$ cat src/static_mem_ctrl_pkg.sv
// Shared constants, field layout, modes and carriers of the static memory controller.
// Assumes one core clock and a synchronous active-high reset in every user but ext_mem_model, which has none.
`default_nettype none
package static_mem_ctrl_pkg;
    // ---------------------------------------------------------------
    // Register map
    // ---------------------------------------------------------------
    localparam int CS_COUNT = 4;
    localparam logic [7:0] REG_STRIDE = 8'h10;
    localparam logic [7:0] OFF_SETUP = 8'h00;
    localparam logic [7:0] OFF_PULSE = 8'h04;
    localparam logic [7:0] OFF_CYCLE = 8'h08;
    localparam logic [7:0] OFF_MODE = 8'h0C;
    localparam logic [7:0] OFF_STATUS = 8'h40;
    localparam logic [31:0] CFG_RESET = 32'h0000_0000;
    // Writable bits of each register; reserved bits read as zero
    localparam logic [31:0] SETUP_MASK = 32'h3F3F_3F3F;
    localparam logic [31:0] PULSE_MASK = 32'h7F7F_7F7F;
    localparam logic [31:0] CYCLE_MASK = 32'h01FF_01FF;
    localparam logic [31:0] MODE_MASK = 32'h311F_3133;
    // ---------------------------------------------------------------
    // Field positions
    // ---------------------------------------------------------------
    localparam int F_WE = 0;
    localparam int F_CS_WR = 8;
    localparam int F_RD = 16;
    localparam int F_CS_RD = 24;
    localparam int M_READ_MODE = 0;
    localparam int M_WRITE_MODE = 1;
    localparam int M_WAIT = 4;
    localparam int M_BAT = 8;
    localparam int M_DBW = 12;
    localparam int M_TDF = 16;
    localparam int M_FLOAT_OPTIMISE_EN = 20;
    localparam int M_PAGE_BURST_EN = 24;
    localparam int M_PS = 28;
    // Weights of the high bits of the length fields
    localparam int SETUP_HI_WEIGHT = 128;
    localparam int PULSE_HI_WEIGHT = 256;
    localparam int CYCLE_HI_WEIGHT = 256;
    localparam int PAGE_BASE_SHIFT = 2;
    // ---------------------------------------------------------------
    // Modes and carriers
    // ---------------------------------------------------------------
    typedef enum logic [1:0] {
        WAIT_OFF = 2'h0, WAIT_RSVD = 2'h1, WAIT_FROZEN = 2'h2, WAIT_READY = 2'h3
    } wait_mode_t;
    typedef enum logic [1:0] {
        WIDTH_8 = 2'h0, WIDTH_16 = 2'h1, WIDTH_32 = 2'h2, WIDTH_RSVD = 2'h3
    } width_t;
    typedef struct packed {
        logic we;
        logic [1:0] cs;
        logic [23:0] addr;
        logic [31:0] wdata;
        logic [3:0] sel;
    } mem_req_t;
    typedef struct packed {
        logic [31:0] mode;
        logic [31:0] cycle;
        logic [31:0] pulse;
        logic [31:0] setup;
    } cs_cfg_t;
    typedef struct packed {
        logic [3:0] chip_sel_n;
        logic read_strobe_n;
        logic write_strobe_n;
        logic [3:0] lane_write_n;
        logic [3:0] lane_select_n;
    } strobes_t;
    // ---------------------------------------------------------------
    // Length decoders
    // ---------------------------------------------------------------
    function automatic logic [9:0] setup_len(input logic [5:0] f);
        setup_len = 10'(f[5] * SETUP_HI_WEIGHT) + 10'(f[4:0]);
    endfunction
    function automatic logic [9:0] pulse_len(input logic [6:0] f);
        pulse_len = 10'(f[6] * PULSE_HI_WEIGHT) + 10'(f[5:0]);
    endfunction
    function automatic logic [9:0] cycle_len(input logic [8:0] f);
        cycle_len = 10'(f[8:7] * CYCLE_HI_WEIGHT) + 10'(f[6:0]);
    endfunction
endpackage
`default_nettype wire

$ cat src/cfg_regfile.sv
// Configuration store: four words for each chip select.
// Assumes byte-lane writes from the bus slave; both read ports are registered.
`default_nettype none
module cfg_regfile (
    // Clock and reset
    input wire logic core_clk,
    input wire logic reset,
    // Bus port
    input wire logic wr_en,
    input wire logic [3:0] wr_idx,
    input wire logic [31:0] wr_data,
    input wire logic [31:0] wr_mask,
    input wire logic [3:0] rd_idx,
    output logic [31:0] rd_data,
    // Chip select view for the access engine
    input wire logic [1:0] view_cs,
    output static_mem_ctrl_pkg::cs_cfg_t view
);
    import static_mem_ctrl_pkg::*;

    typedef struct packed {
        logic [15:0][31:0] word;
        logic [31:0] rd;
        cs_cfg_t view;
    } regfile_t;

    regfile_t s_reg;
    regfile_t s_next;

    // Masked write and both registered reads
    always_comb begin
        s_next = s_reg;
        if (wr_en) begin
            s_next.word[wr_idx] = (s_reg.word[wr_idx] & ~wr_mask) | (wr_data & wr_mask);
        end
        s_next.rd = s_reg.word[rd_idx];
        s_next.view = {s_reg.word[{view_cs, 2'h3}], s_reg.word[{view_cs, 2'h2}],
                       s_reg.word[{view_cs, 2'h1}], s_reg.word[{view_cs, 2'h0}]};
    end

    always_ff @(posedge core_clk) begin
        if (reset) begin
            s_reg <= '{word: {16{CFG_RESET}}, rd: 32'h0000_0000, view: '0};
        end else begin
            s_reg <= s_next;
        end
    end

    assign rd_data = s_reg.rd;
    assign view = s_reg.view;
endmodule
`default_nettype wire

$ cat src/access_timer.sv
// Cycle counter of one external access, with a freeze input.
// Assumes the caller pulses start in the cycle before the access's first cycle.
`default_nettype none
module access_timer (
    // Clock and reset
    input wire logic core_clk,
    input wire logic reset,
    // Control
    input wire logic start,
    input wire logic hold,
    input wire logic [9:0] len,
    // Position
    output logic [9:0] count,
    output logic last
);
    typedef struct packed {
        logic [9:0] cnt;
    } timer_t;

    timer_t s_reg;
    timer_t s_next;

    // A length of zero behaves as one cycle so the access always ends
    always_comb begin
        s_next = s_reg;
        if (start) begin
            s_next.cnt = 10'h000;
        end else if (!hold && !last) begin
            s_next.cnt = s_reg.cnt + 10'h001;
        end
    end

    always_ff @(posedge core_clk) begin
        if (reset) begin
            s_reg <= '0;
        end else begin
            s_reg <= s_next;
        end
    end

    assign count = s_reg.cnt;
    assign last = (len == 10'h000) || (s_reg.cnt >= len - 10'h001);
endmodule
`default_nettype wire

$ cat src/static_mem_ctrl.sv
// Static memory controller: per chip select cycle, pulse, setup and mode handling,
// a classic Wishbone register slave and a single outstanding external access.
// Assumes pins are synchronous to core_clk and the requester waits on req_ready.
//
// Operation
// - Read cycle lasts 256 times cycle field bits 8:7 plus bits 6:0.
// - Write cycle lasts 256 times cycle field bits 8:7 plus bits 6:0.
// - Total cycle spans setup, pulse and hold of strobe and chip select.
// - Page size field selects 4, 8, 16 or 32 byte pages.
// - Page mode bit set gives page burst reads, else single reads.
// - Float optimisation overlaps float wait with next setup, else waits fully.
// - One extra turnaround cycle always follows the float period.
// - Other chip selects blocked for float count plus one cycles, count 0-15.
// - Width field selects 8, 16 or 32 bit bus; 11 reserved.
// - Byte write scheme: per-lane write strobes, reads with read strobe only.
// - Byte select scheme: single write strobe plus lane selects on reads too.
// - Wait input is only looked at in the controlling pulse phase.
// - Wait mode: 00 off, 01 reserved, 10 frozen, 11 ready.
// - Frozen mode stops the access while wait is asserted, then resumes.
// - Ready mode extends the pulse end until wait input returns high.
// - Write mode bit picks write strobe or chip select as write control.
// - Read mode bit picks read strobe or chip select as read control.
// - Bus is marked busy from the rise of the read controlling signal.
// - Setup length is 128 times bit 5 plus bits 4:0.
// - Pulse length is 256 times bit 6 plus bits 5:0, at least one; a zero field gives zero here.
// - Page reads use chip select pulse first, read strobe pulse after.
//
// Implementation choice: the Wishbone interface to the registers.
`default_nettype none
module static_mem_ctrl (
    // Clock and reset
    input wire logic core_clk,
    input wire logic reset,
    // Wishbone register slave
    input wire logic wb_cyc_i,
    input wire logic wb_stb_i,
    input wire logic wb_we_i,
    input wire logic [7:0] wb_adr_i,
    input wire logic [3:0] wb_sel_i,
    input wire logic [31:0] wb_dat_i,
    output logic [31:0] wb_dat_o,
    output logic wb_ack_o,
    // Access requests
    input wire logic req_valid,
    input wire static_mem_ctrl_pkg::mem_req_t req,
    output logic req_ready,
    output logic rsp_valid,
    output logic [31:0] rsp_rdata,
    // External memory pins
    output static_mem_ctrl_pkg::strobes_t strobes,
    output logic [23:0] ext_addr,
    output logic [31:0] data_out,
    output logic data_oe,
    input wire logic [31:0] data_in,
    input wire logic ext_wait_n
);
    import static_mem_ctrl_pkg::*;

    // ---------------------------------------------------------------
    // State
    // ---------------------------------------------------------------
    typedef enum logic [3:0] {
        ST_IDLE = 4'b0001,
        ST_LOAD = 4'b0010,
        ST_FLOAT = 4'b0100,
        ST_ACCESS = 4'b1000
    } state_t;

    typedef struct packed {
        state_t st;
        logic ack;
        logic rd_status;
        logic [31:0] status;
        mem_req_t cur;
        logic page_hit;
        logic page_open;
        logic [1:0] page_cs;
        logic [23:0] page_tag;
        logic [4:0] float_cnt;
        logic [1:0] float_cs;
        logic float_opt;
        logic rsp;
        logic [31:0] rdata;
        logic [23:0] addr;
        logic [31:0] wdata;
        logic oe;
    } ctrl_t;

    ctrl_t s_reg;
    ctrl_t s_next;

    cs_cfg_t cfg;
    logic [31:0] mem_rd;
    logic [31:0] wr_mask;
    logic mem_wr;
    logic [9:0] t;
    logic t_last;
    logic t_start;
    logic hold;

    // Page tag drops the byte offset inside a page of 4 << size bytes
    function automatic logic [23:0] page_tag(input logic [23:0] a, input logic [1:0] ps);
        page_tag = a >> (PAGE_BASE_SHIFT + int'(ps));
    endfunction

    // True while t lies inside a pulse window
    function automatic logic in_win(input logic [9:0] t, input logic [9:0] su,
                                    input logic [9:0] pl);
        in_win = (t >= su) && (t < su + pl);
    endfunction

    // ---------------------------------------------------------------
    // Register slave
    // ---------------------------------------------------------------
    // Writes land on the edge that ends ack, the edge the master samples
    assign mem_wr = wb_cyc_i && wb_stb_i && wb_we_i && s_reg.ack && (wb_adr_i < OFF_STATUS);
    always_comb begin
        logic [31:0] lanes;
        lanes = {{8{wb_sel_i[3]}}, {8{wb_sel_i[2]}}, {8{wb_sel_i[1]}}, {8{wb_sel_i[0]}}};
        unique case (wb_adr_i[3:0])
            OFF_SETUP[3:0]: wr_mask = lanes & SETUP_MASK;
            OFF_PULSE[3:0]: wr_mask = lanes & PULSE_MASK;
            OFF_CYCLE[3:0]: wr_mask = lanes & CYCLE_MASK;
            OFF_MODE[3:0]: wr_mask = lanes & MODE_MASK;
            default: wr_mask = 32'h0000_0000;
        endcase
    end

    cfg_regfile u_cfg (
        .core_clk(core_clk),
        .reset(reset),
        .wr_en(mem_wr),
        .wr_idx(wb_adr_i[5:2]),
        .wr_data(wb_dat_i),
        .wr_mask(wr_mask),
        .rd_idx(wb_adr_i[5:2]),
        .rd_data(mem_rd),
        .view_cs(s_reg.st == ST_IDLE ? req.cs : s_reg.cur.cs),
        .view(cfg)
    );

    // ---------------------------------------------------------------
    // Decoded configuration of the current chip select
    // ---------------------------------------------------------------
    logic rd_by_strobe;
    logic wr_by_strobe;
    wait_mode_t wmode;
    width_t width;
    logic [3:0] tdf;
    logic [9:0] cs_su;
    logic [9:0] cs_pl;
    logic [9:0] st_su;
    logic [9:0] st_pl;
    logic [9:0] ctl_su;
    logic [9:0] ctl_pl;
    logic [9:0] total;
    logic cs_on;
    logic st_on;
    logic ctl_on;
    logic ctl_end;
    logic [3:0] lane_en;
    logic wide_bw;

    always_comb begin
        rd_by_strobe = cfg.mode[M_READ_MODE];
        wr_by_strobe = cfg.mode[M_WRITE_MODE];
        wmode = wait_mode_t'(cfg.mode[M_WAIT +: 2]);
        width = width_t'(cfg.mode[M_DBW +: 2]);
        tdf = cfg.mode[M_TDF +: 4];
        // Setup and pulse lengths per signal and direction
        if (s_reg.cur.we) begin
            cs_su = setup_len(cfg.setup[F_CS_WR +: 6]);
            st_su = setup_len(cfg.setup[F_WE +: 6]);
            cs_pl = pulse_len(cfg.pulse[F_CS_WR +: 7]);
            st_pl = pulse_len(cfg.pulse[F_WE +: 7]);
            total = cycle_len(cfg.cycle[F_WE +: 9]);
        end else begin
            cs_su = setup_len(cfg.setup[F_CS_RD +: 6]);
            st_su = setup_len(cfg.setup[F_RD +: 6]);
            cs_pl = pulse_len(cfg.pulse[F_CS_RD +: 7]);
            st_pl = pulse_len(cfg.pulse[F_RD +: 7]);
            total = cycle_len(cfg.cycle[F_RD +: 9]);
        end
        // Later page accesses run one read strobe pulse with everything held low
        if (s_reg.page_hit) begin
            total = st_pl;
            cs_su = 10'h000;
            st_su = 10'h000;
            cs_pl = st_pl;
        end
        // Hold is whatever of the total is left after setup and pulse
        cs_on = in_win(t, cs_su, cs_pl);
        st_on = in_win(t, st_su, st_pl);
        if (s_reg.cur.we ? wr_by_strobe : rd_by_strobe) begin
            ctl_su = st_su;
            ctl_pl = st_pl;
            ctl_on = st_on;
        end else begin
            ctl_su = cs_su;
            ctl_pl = cs_pl;
            ctl_on = cs_on;
        end
        ctl_end = (t == ctl_su + ctl_pl - 10'h001);
        // Active byte lanes limited by the bus width
        unique case (width)
            WIDTH_8: lane_en = s_reg.cur.sel & 4'h1;
            WIDTH_16: lane_en = s_reg.cur.sel & 4'h3;
            WIDTH_32: lane_en = s_reg.cur.sel;
            default: lane_en = 4'h0;
        endcase
        wide_bw = (width == WIDTH_16) || (width == WIDTH_32);
    end

    // ---------------------------------------------------------------
    // Wait input
    // ---------------------------------------------------------------
    // Wait only freezes the counter inside the controlling pulse, so its
    // setup and hold stay as programmed; ready mode needs a hold cycle after it
    always_comb begin
        hold = 1'b0;
        if (s_reg.st == ST_ACCESS && ctl_on) begin
            unique case (wmode)
                WAIT_FROZEN: hold = !ext_wait_n;
                WAIT_READY: hold = ctl_end && !ext_wait_n;
                default: hold = 1'b0;
            endcase
        end
    end

    assign t_start = (s_reg.st != ST_ACCESS) && (s_next.st == ST_ACCESS);

    access_timer u_timer (
        .core_clk(core_clk),
        .reset(reset),
        .start(t_start),
        .hold(hold),
        .len(total),
        .count(t),
        .last(t_last)
    );

    // ---------------------------------------------------------------
    // Access sequencer
    // ---------------------------------------------------------------
    logic float_clear;
    logic [9:0] next_ctl_su;

    always_comb begin
        // Setup of the controlling signal of the access about to start
        next_ctl_su = ctl_su;
        // Another chip select waits out the previous read's float period
        float_clear = (s_reg.float_cnt == 5'h00) || (s_reg.float_cs == s_reg.cur.cs);
        if (s_reg.float_opt && (10'(s_reg.float_cnt) <= next_ctl_su)) begin
            float_clear = 1'b1;
        end
    end

    always_comb begin
        s_next = s_reg;
        s_next.rsp = 1'b0;
        s_next.ack = wb_cyc_i && wb_stb_i && !s_reg.ack;
        s_next.rd_status = (wb_adr_i == OFF_STATUS);
        s_next.status = {26'h0, s_reg.float_cnt != 5'h00, s_reg.page_open, s_reg.st};
        if (wb_adr_i > OFF_STATUS) begin
            s_next.status = 32'h0000_0000;
        end
        if (s_reg.float_cnt != 5'h00) begin
            s_next.float_cnt = s_reg.float_cnt - 5'h01;
        end
        unique case (s_reg.st)
            ST_IDLE: begin
                if (req_valid) begin
                    s_next.cur = req;
                    s_next.st = ST_LOAD;
                end
            end
            ST_LOAD: begin
                // Page hit only for a read in the open page of a page-mode select
                s_next.page_hit = cfg.mode[M_PAGE_BURST_EN] && !s_reg.cur.we && s_reg.page_open
                    && (s_reg.page_cs == s_reg.cur.cs)
                    && (page_tag(s_reg.cur.addr, cfg.mode[M_PS +: 2]) == s_reg.page_tag);
                s_next.addr = s_reg.cur.addr;
                s_next.wdata = s_reg.cur.wdata;
                s_next.st = float_clear ? ST_ACCESS : ST_FLOAT;
            end
            ST_FLOAT: begin
                if (float_clear) begin
                    s_next.st = ST_ACCESS;
                end
            end
            ST_ACCESS: begin
                if (!s_reg.cur.we && ctl_end && !hold) begin
                    s_next.rdata = data_in;
                    // Float plus one turnaround, counted from the control rise
                    s_next.float_cnt = 5'(tdf) + 5'h01;
                    s_next.float_cs = s_reg.cur.cs;
                    s_next.float_opt = cfg.mode[M_FLOAT_OPTIMISE_EN];
                end
                if (t_last && !hold) begin
                    s_next.rsp = 1'b1;
                    s_next.st = ST_IDLE;
                    s_next.page_hit = 1'b0;
                    s_next.page_open = cfg.mode[M_PAGE_BURST_EN] && !s_reg.cur.we;
                    s_next.page_cs = s_reg.cur.cs;
                    s_next.page_tag = page_tag(s_reg.cur.addr, cfg.mode[M_PS +: 2]);
                end
            end
            default: begin
                s_next.st = ST_IDLE;
            end
        endcase
        // Data drives through the whole write access
        s_next.oe = s_reg.cur.we && (s_next.st == ST_ACCESS);
    end

    always_ff @(posedge core_clk) begin
        if (reset) begin
            s_reg <= '{st: ST_IDLE, default: '0};
        end else begin
            s_reg <= s_next;
        end
    end

    // ---------------------------------------------------------------
    // Outputs
    // ---------------------------------------------------------------
    assign wb_ack_o = s_reg.ack;
    assign wb_dat_o = s_reg.rd_status || (wb_adr_i >= OFF_STATUS) ? s_reg.status : mem_rd;
    assign req_ready = (s_reg.st == ST_IDLE);
    assign rsp_valid = s_reg.rsp;
    assign rsp_rdata = s_reg.rdata;
    assign ext_addr = s_reg.addr;
    assign data_out = s_reg.wdata;
    assign data_oe = s_reg.oe;

    // Strobes decode from registered counter and configuration only
    always_comb begin
        logic act;
        logic is_wr;
        logic byte_wr;
        act = (s_reg.st == ST_ACCESS);
        is_wr = s_reg.cur.we;
        byte_wr = cfg.mode[M_BAT] && wide_bw;
        strobes = '{chip_sel_n: 4'hF, read_strobe_n: 1'b1, write_strobe_n: 1'b1,
                    lane_write_n: 4'hF, lane_select_n: 4'hF};
        if (act && cs_on) begin
            strobes.chip_sel_n[s_reg.cur.cs] = 1'b0;
        end
        if (act && st_on && !is_wr) begin
            strobes.read_strobe_n = 1'b0;
        end
        if (act && st_on && is_wr) begin
            if (byte_wr) begin
                strobes.lane_write_n = ~lane_en;
            end else begin
                strobes.write_strobe_n = 1'b0;
            end
        end
        if (act && cs_on && !byte_wr) begin
            strobes.lane_select_n = ~lane_en;
        end
    end
endmodule
`default_nettype wire

$ cat config.mk
export PLATFORM = sky130hd
export DESIGN_NAME = static_mem_ctrl
export DESIGN_NICKNAME = d
export VERILOG_FILES = /design/src/static_mem_ctrl_pkg.sv /design/src/cfg_regfile.sv /design/src/access_timer.sv /design/src/static_mem_ctrl.sv
export SDC_FILE = /design/constraint.sdc
export NUM_CORES = 2
export LEC_CHECK = 0
export ABC_CLOCK_PERIOD_IN_PS = 6300
export BUFFER_PORTS_ARGS = -buffer_cell sky130_fd_sc_hd__buf_4
export CAP_MARGIN = 15
export CORE_ASPECT_RATIO = 0.8
export CORE_MARGIN = 2
export CORE_UTILIZATION = 35
export CTS_BUF_LIST = sky130_fd_sc_hd__clkbuf_4 sky130_fd_sc_hd__clkbuf_8 sky130_fd_sc_hd__clkbuf_16
export CTS_CLUSTER_DIAMETER = 120
export DETAILED_ROUTE_END_ITERATION = 8
export PLACE_DENSITY = 0.51
export SLEW_MARGIN = 10
export SYNTH_ARGS = -nofsm -noshare
export SYNTH_HDL_FRONTEND = slang
export SYNTH_SLANG_ARGS = --single-unit
$ cat constraint.sdc
create_clock -name core_clk -period 6.3 [get_ports core_clk]
set_input_delay 0.315 -clock core_clk [delete_from_list [all_inputs] [get_ports core_clk]]
set_output_delay 0.315 -clock core_clk [all_outputs]
set_load 0.02 [all_outputs]
==> impl_summary.txt <==
----------------------------------------------------
[Clock tree]
  Clock buffer count from CTS ... 91
  Clock tree from TritonCTS ... yes
  Buffer type at the clock tree root ... clkbuf_16
  H-Tree Depth ... 3
  Worst-path clk slew ... 0.06 ns
  Clock tree buffer depth ... 3
  Count of clock tree sinks ... 838
  Worst-skew pair later-pin latency ... 0.68 ns

[Detailed routing]
  DRC Markers ... 0
  Met1 routed wirelength after detailed routing ... 53700 um
  Total number of vias ... 27148
  Wire per inst ... 21.3 um
  Initial detailed-routing violation count ... 2141
  Detail Route met3 WL ... 5260 um
  Remaining antenna violation count after routing ... 0
  Wire length reported by the detailed router ... 112000 um
  Uppermost layer routed ... met5
  First-pass iteration count of the detailed router ... 5
  Routed vias/inst ... 5.16
  Detailed-routed wire length on met2 ... 50200 um

[Timing]
  Number of endpoints failing setup at the final stage ... 0
  Fmax ... 0.172 GHz
  Share of the clock period used by the worst path after layout ... 92.4%
  Slew @ Worst Pin ... 1.18 ns
  Number of endpoints with negative hold slack in the final report ... 0
  Worst slew slack as a fraction of its limit ... 19.1%
  RSZ-0062 raised after global routing ... false
  Minimum period implied by the final worst setup slack ... 5.82 ns
  Final-layout setup total negative slack ... 0 ns
  Slew Viols, Final ... 0
  Final clock skew ... 0.0431 ns

[Logic synthesis]
  Share of the synthesized netlist area taken by xor and xnor gates ... 1.48%
  Yosys top cell by area ... dfxtp_1
  Share of synthesized cell area in and, or, nand and nor gates ... 15.3%
  Register bit count reported by yosys ... 838
  Post-synthesis instance total ... 3628
  Number of enable-type register cells in the synthesized netlist ... 0
  Yosys warning total ... 0
  Library cells used by synthesis ... 76
  Post-synthesis compound-gate area fraction ... 10.8%
  Area contributors post-synth ... dfxtp_1 45%, mux4_2 16%, a211oi_1 6.9%
  Post-synthesis net count ... 3845
  Fraction of synthesized cell area taken by the top area cell type ... 44.6%
  Combined area of all synthesized cells ... 0.0376 sq mm
  Synth Area in Adders ... 2.42%
  Async S/R FF share, synth ... 0%
  Most used flip-flop cell after synthesis ... dfxtp_1
  Combinational family with the most area after synthesis ... multiplexers
  Fraction of synthesized area in multiplexers ... 19.8%
  Synth Area per Inst ... 10.4 sq um
  Sequential cell area fraction in the yosys report ... 44.6%

[Floorplan]
  Starting Density ... 35.3%
  Vert. Die Dim ... 297 um
  Placeable core region ... 0.107 sq mm
  Row cnt ... 107
  I/O Pins ... 284
  Die width ... 371 um
  Die Footprint ... 0.110 sq mm

[GRT]
  Wire length of the first global-routing pass ... 169000 um
  Global route total overflow ... 0
  Antenna violations before repair ... 8
  Via count of the first global-routing pass ... 26141
  Total global routing track utilization ... 20.0%
  Pin count of the biggest net entering global routing ... 197

[Power and ir drop]
  Pwr per Cell Area ... 267 mW/mm^2
  Leakage ... 0.0159 uW
  VDD IR-drop max ... 196 uV

[Layout]
  Final cell utilization of the core ... 41.8%
  Flip-flop count of the largest register, all copies and words added ... 512
  Share of final-layout standard cells stronger than drive strength 1 ... 21.7%
  Relative area change from synthesis to final layout ... 18.2%
  Number of filler cells placed in the layout ... 10323
  Post-layout nets ... 3991

[Critical path]
  Kind of start point of the critical path ... register
  Endpoint arrival time on the critical path ... 5.51 ns
  Critical R2R Launch ... s_reg[188]
  Start point of the critical path ... s_reg[188]
  Worst Path Max Fanout ... 19
  Setup CP Type ... register to output port
  Required time reported for the critical path endpoint ... 5.98 ns
  Element type at the critical path end ... output port

[Placement]
  Detailed placer's ending HPWL ... 71900 um
  Port Buffer Count ... 281
  GPL Wtd Cong ... 0.831

[Hold path]
  Hold Path Origin ... wb_dat_i[14]
  Type of the tightest min-delay check ... input port to register

[Outcome]
  Status ... completed

[Flow run]
  Max-capacitance violation count ... 0

----------------------------------------------------
[where the power goes]
| group | switching, uW | internal, uW | total, uW |
|---|---|---|---|
| Sequential | 51.3 | 5350 | 5400 |
| Clock | 2260 | 3410 | 5670 |
| Combinational | 477 | 353 | 830 |
[layout by cell type, fill, tap and decap left out, types with 7 or more instances in the layout]
master           n
xnor2_1         42
mux2_2          19
buf_4          330
buf_12           8
o31ai_1          8
clkbuf_8        23
nor2_4           8
clkbuf_4        20
mux2i_1        116
xor2_1          19
inv_1           40
bufinv_16        9
nand3_1         21
mux4_2         266
nor4_1          10
nand2_1        301
a21o_1           8
or4_1            7
or2_2            7
nand2b_1         9
nor2_1         452
nor2b_1        306
ha_1            68
o21ai_0         27
clkbuf_16       92
clkinv_2         9
nand4_1          9
a211oi_1       347
dfxtp_1        837
dlygate4sd3_1  102
and2_1          35
a21oi_1        163
nor3_1          15
[worst paths after layout]
check	end	slack, ns	cells after the start
max	strobes[0]	0.48	18
min	u_cfg.s_reg[206]	0.11	3
max reg2reg	rsp_rdata[29]	0.94	16
min reg2reg	data_out[6]	0.43	2
[area by class of cell]
type                    instances  area (sq um)  area share [%]
diodes                          5          12.5          0.0281
well taps                    1417          1770            3.98
repair buffers                444          3710            8.33
clock inverters                26           435           0.978
flip-flops and latches        838         16800            37.7
inverters                      41           154           0.346
multi-input cells            2358         18900            42.4
clock buffers                 134          2760            6.21
[worst max-delay path, cell delays in order (launching register included)]
cell and delay (ns):
dfxtp_4 0.59, buf_4 0.32, mux2i_1 0.16, nand2_1 0.11, a21boi_0 0.42, ha_1 0.32
a21o_1 0.16, a21oi_1 0.21, o21bai_1 0.10, a21oi_1 0.18, xor2_1 0.09, ha_1 0.18
a211oi_1 0.22, o21ai_0 0.11, o221ai_1 0.46, nand2_1 0.40, a21oi_1 0.45, nand2_1 0.13
buf_4 0.19
[what timing repair did]
action / CTS / global route
hold endpoints to repair: 98 / 0
endpoints found under the setup margin: 0 / 7
hold buffers: 102 / 0
resized for setup: 0 / 1
buffers inserted: 0 / 0
[metrics by stage]
stage               instance area [sq um]  total power [uW]  instances  worst slack, ns  hold slack, ns
CTS                                 44500             12000       5256            0.227          0.0672
global placement                    40300              6300       4994            0.908           0.437
finish                              44500             11900       5263            0.476           0.112
detailed placement                  40300              6300       4994            0.845           0.443
global route                        44500             12300       5260            0.167           0.135
floorplan                           37600              6030       3628             1.10           0.392
[logic make-up after synthesis]
family / after synthesis
DFF: 838
xor gates and xnor gates: 62
muxes: 406
buffers and inverters: 432
AOI/OAI and AO/OA: 597
adders and majority gates: 71
and+or+nand+nor: 1222
[cells in the mapped netlist, drive strengths merged, types with 7 or more instances]
cell and instances:
inv 40, and2 36, nor4 11, o31ai 8, nor2b 306, nor2 464, dfxtp 838, o21ai 30
xor2 19, nand2b 9, mux4 268, a21o 8, a21oi 163, ha 68, clkbuf 228, xnor2 42
mux2i 119, nand4 9, nand2 302, nor3 20, nand3 22, a211oi 347, or2 8, buf 163
or4 7, mux2 19
[routing by layer]
metal | up-vias | GRT usage (%)
li1 | 13107 | -
met2 | 593 | 30.0
met1 | 13299 | 29.4
met3 | 147 | 2.98
met5 | - | 0
met4 | 2 | 6.07
Power figures use the tool's default switching activity.
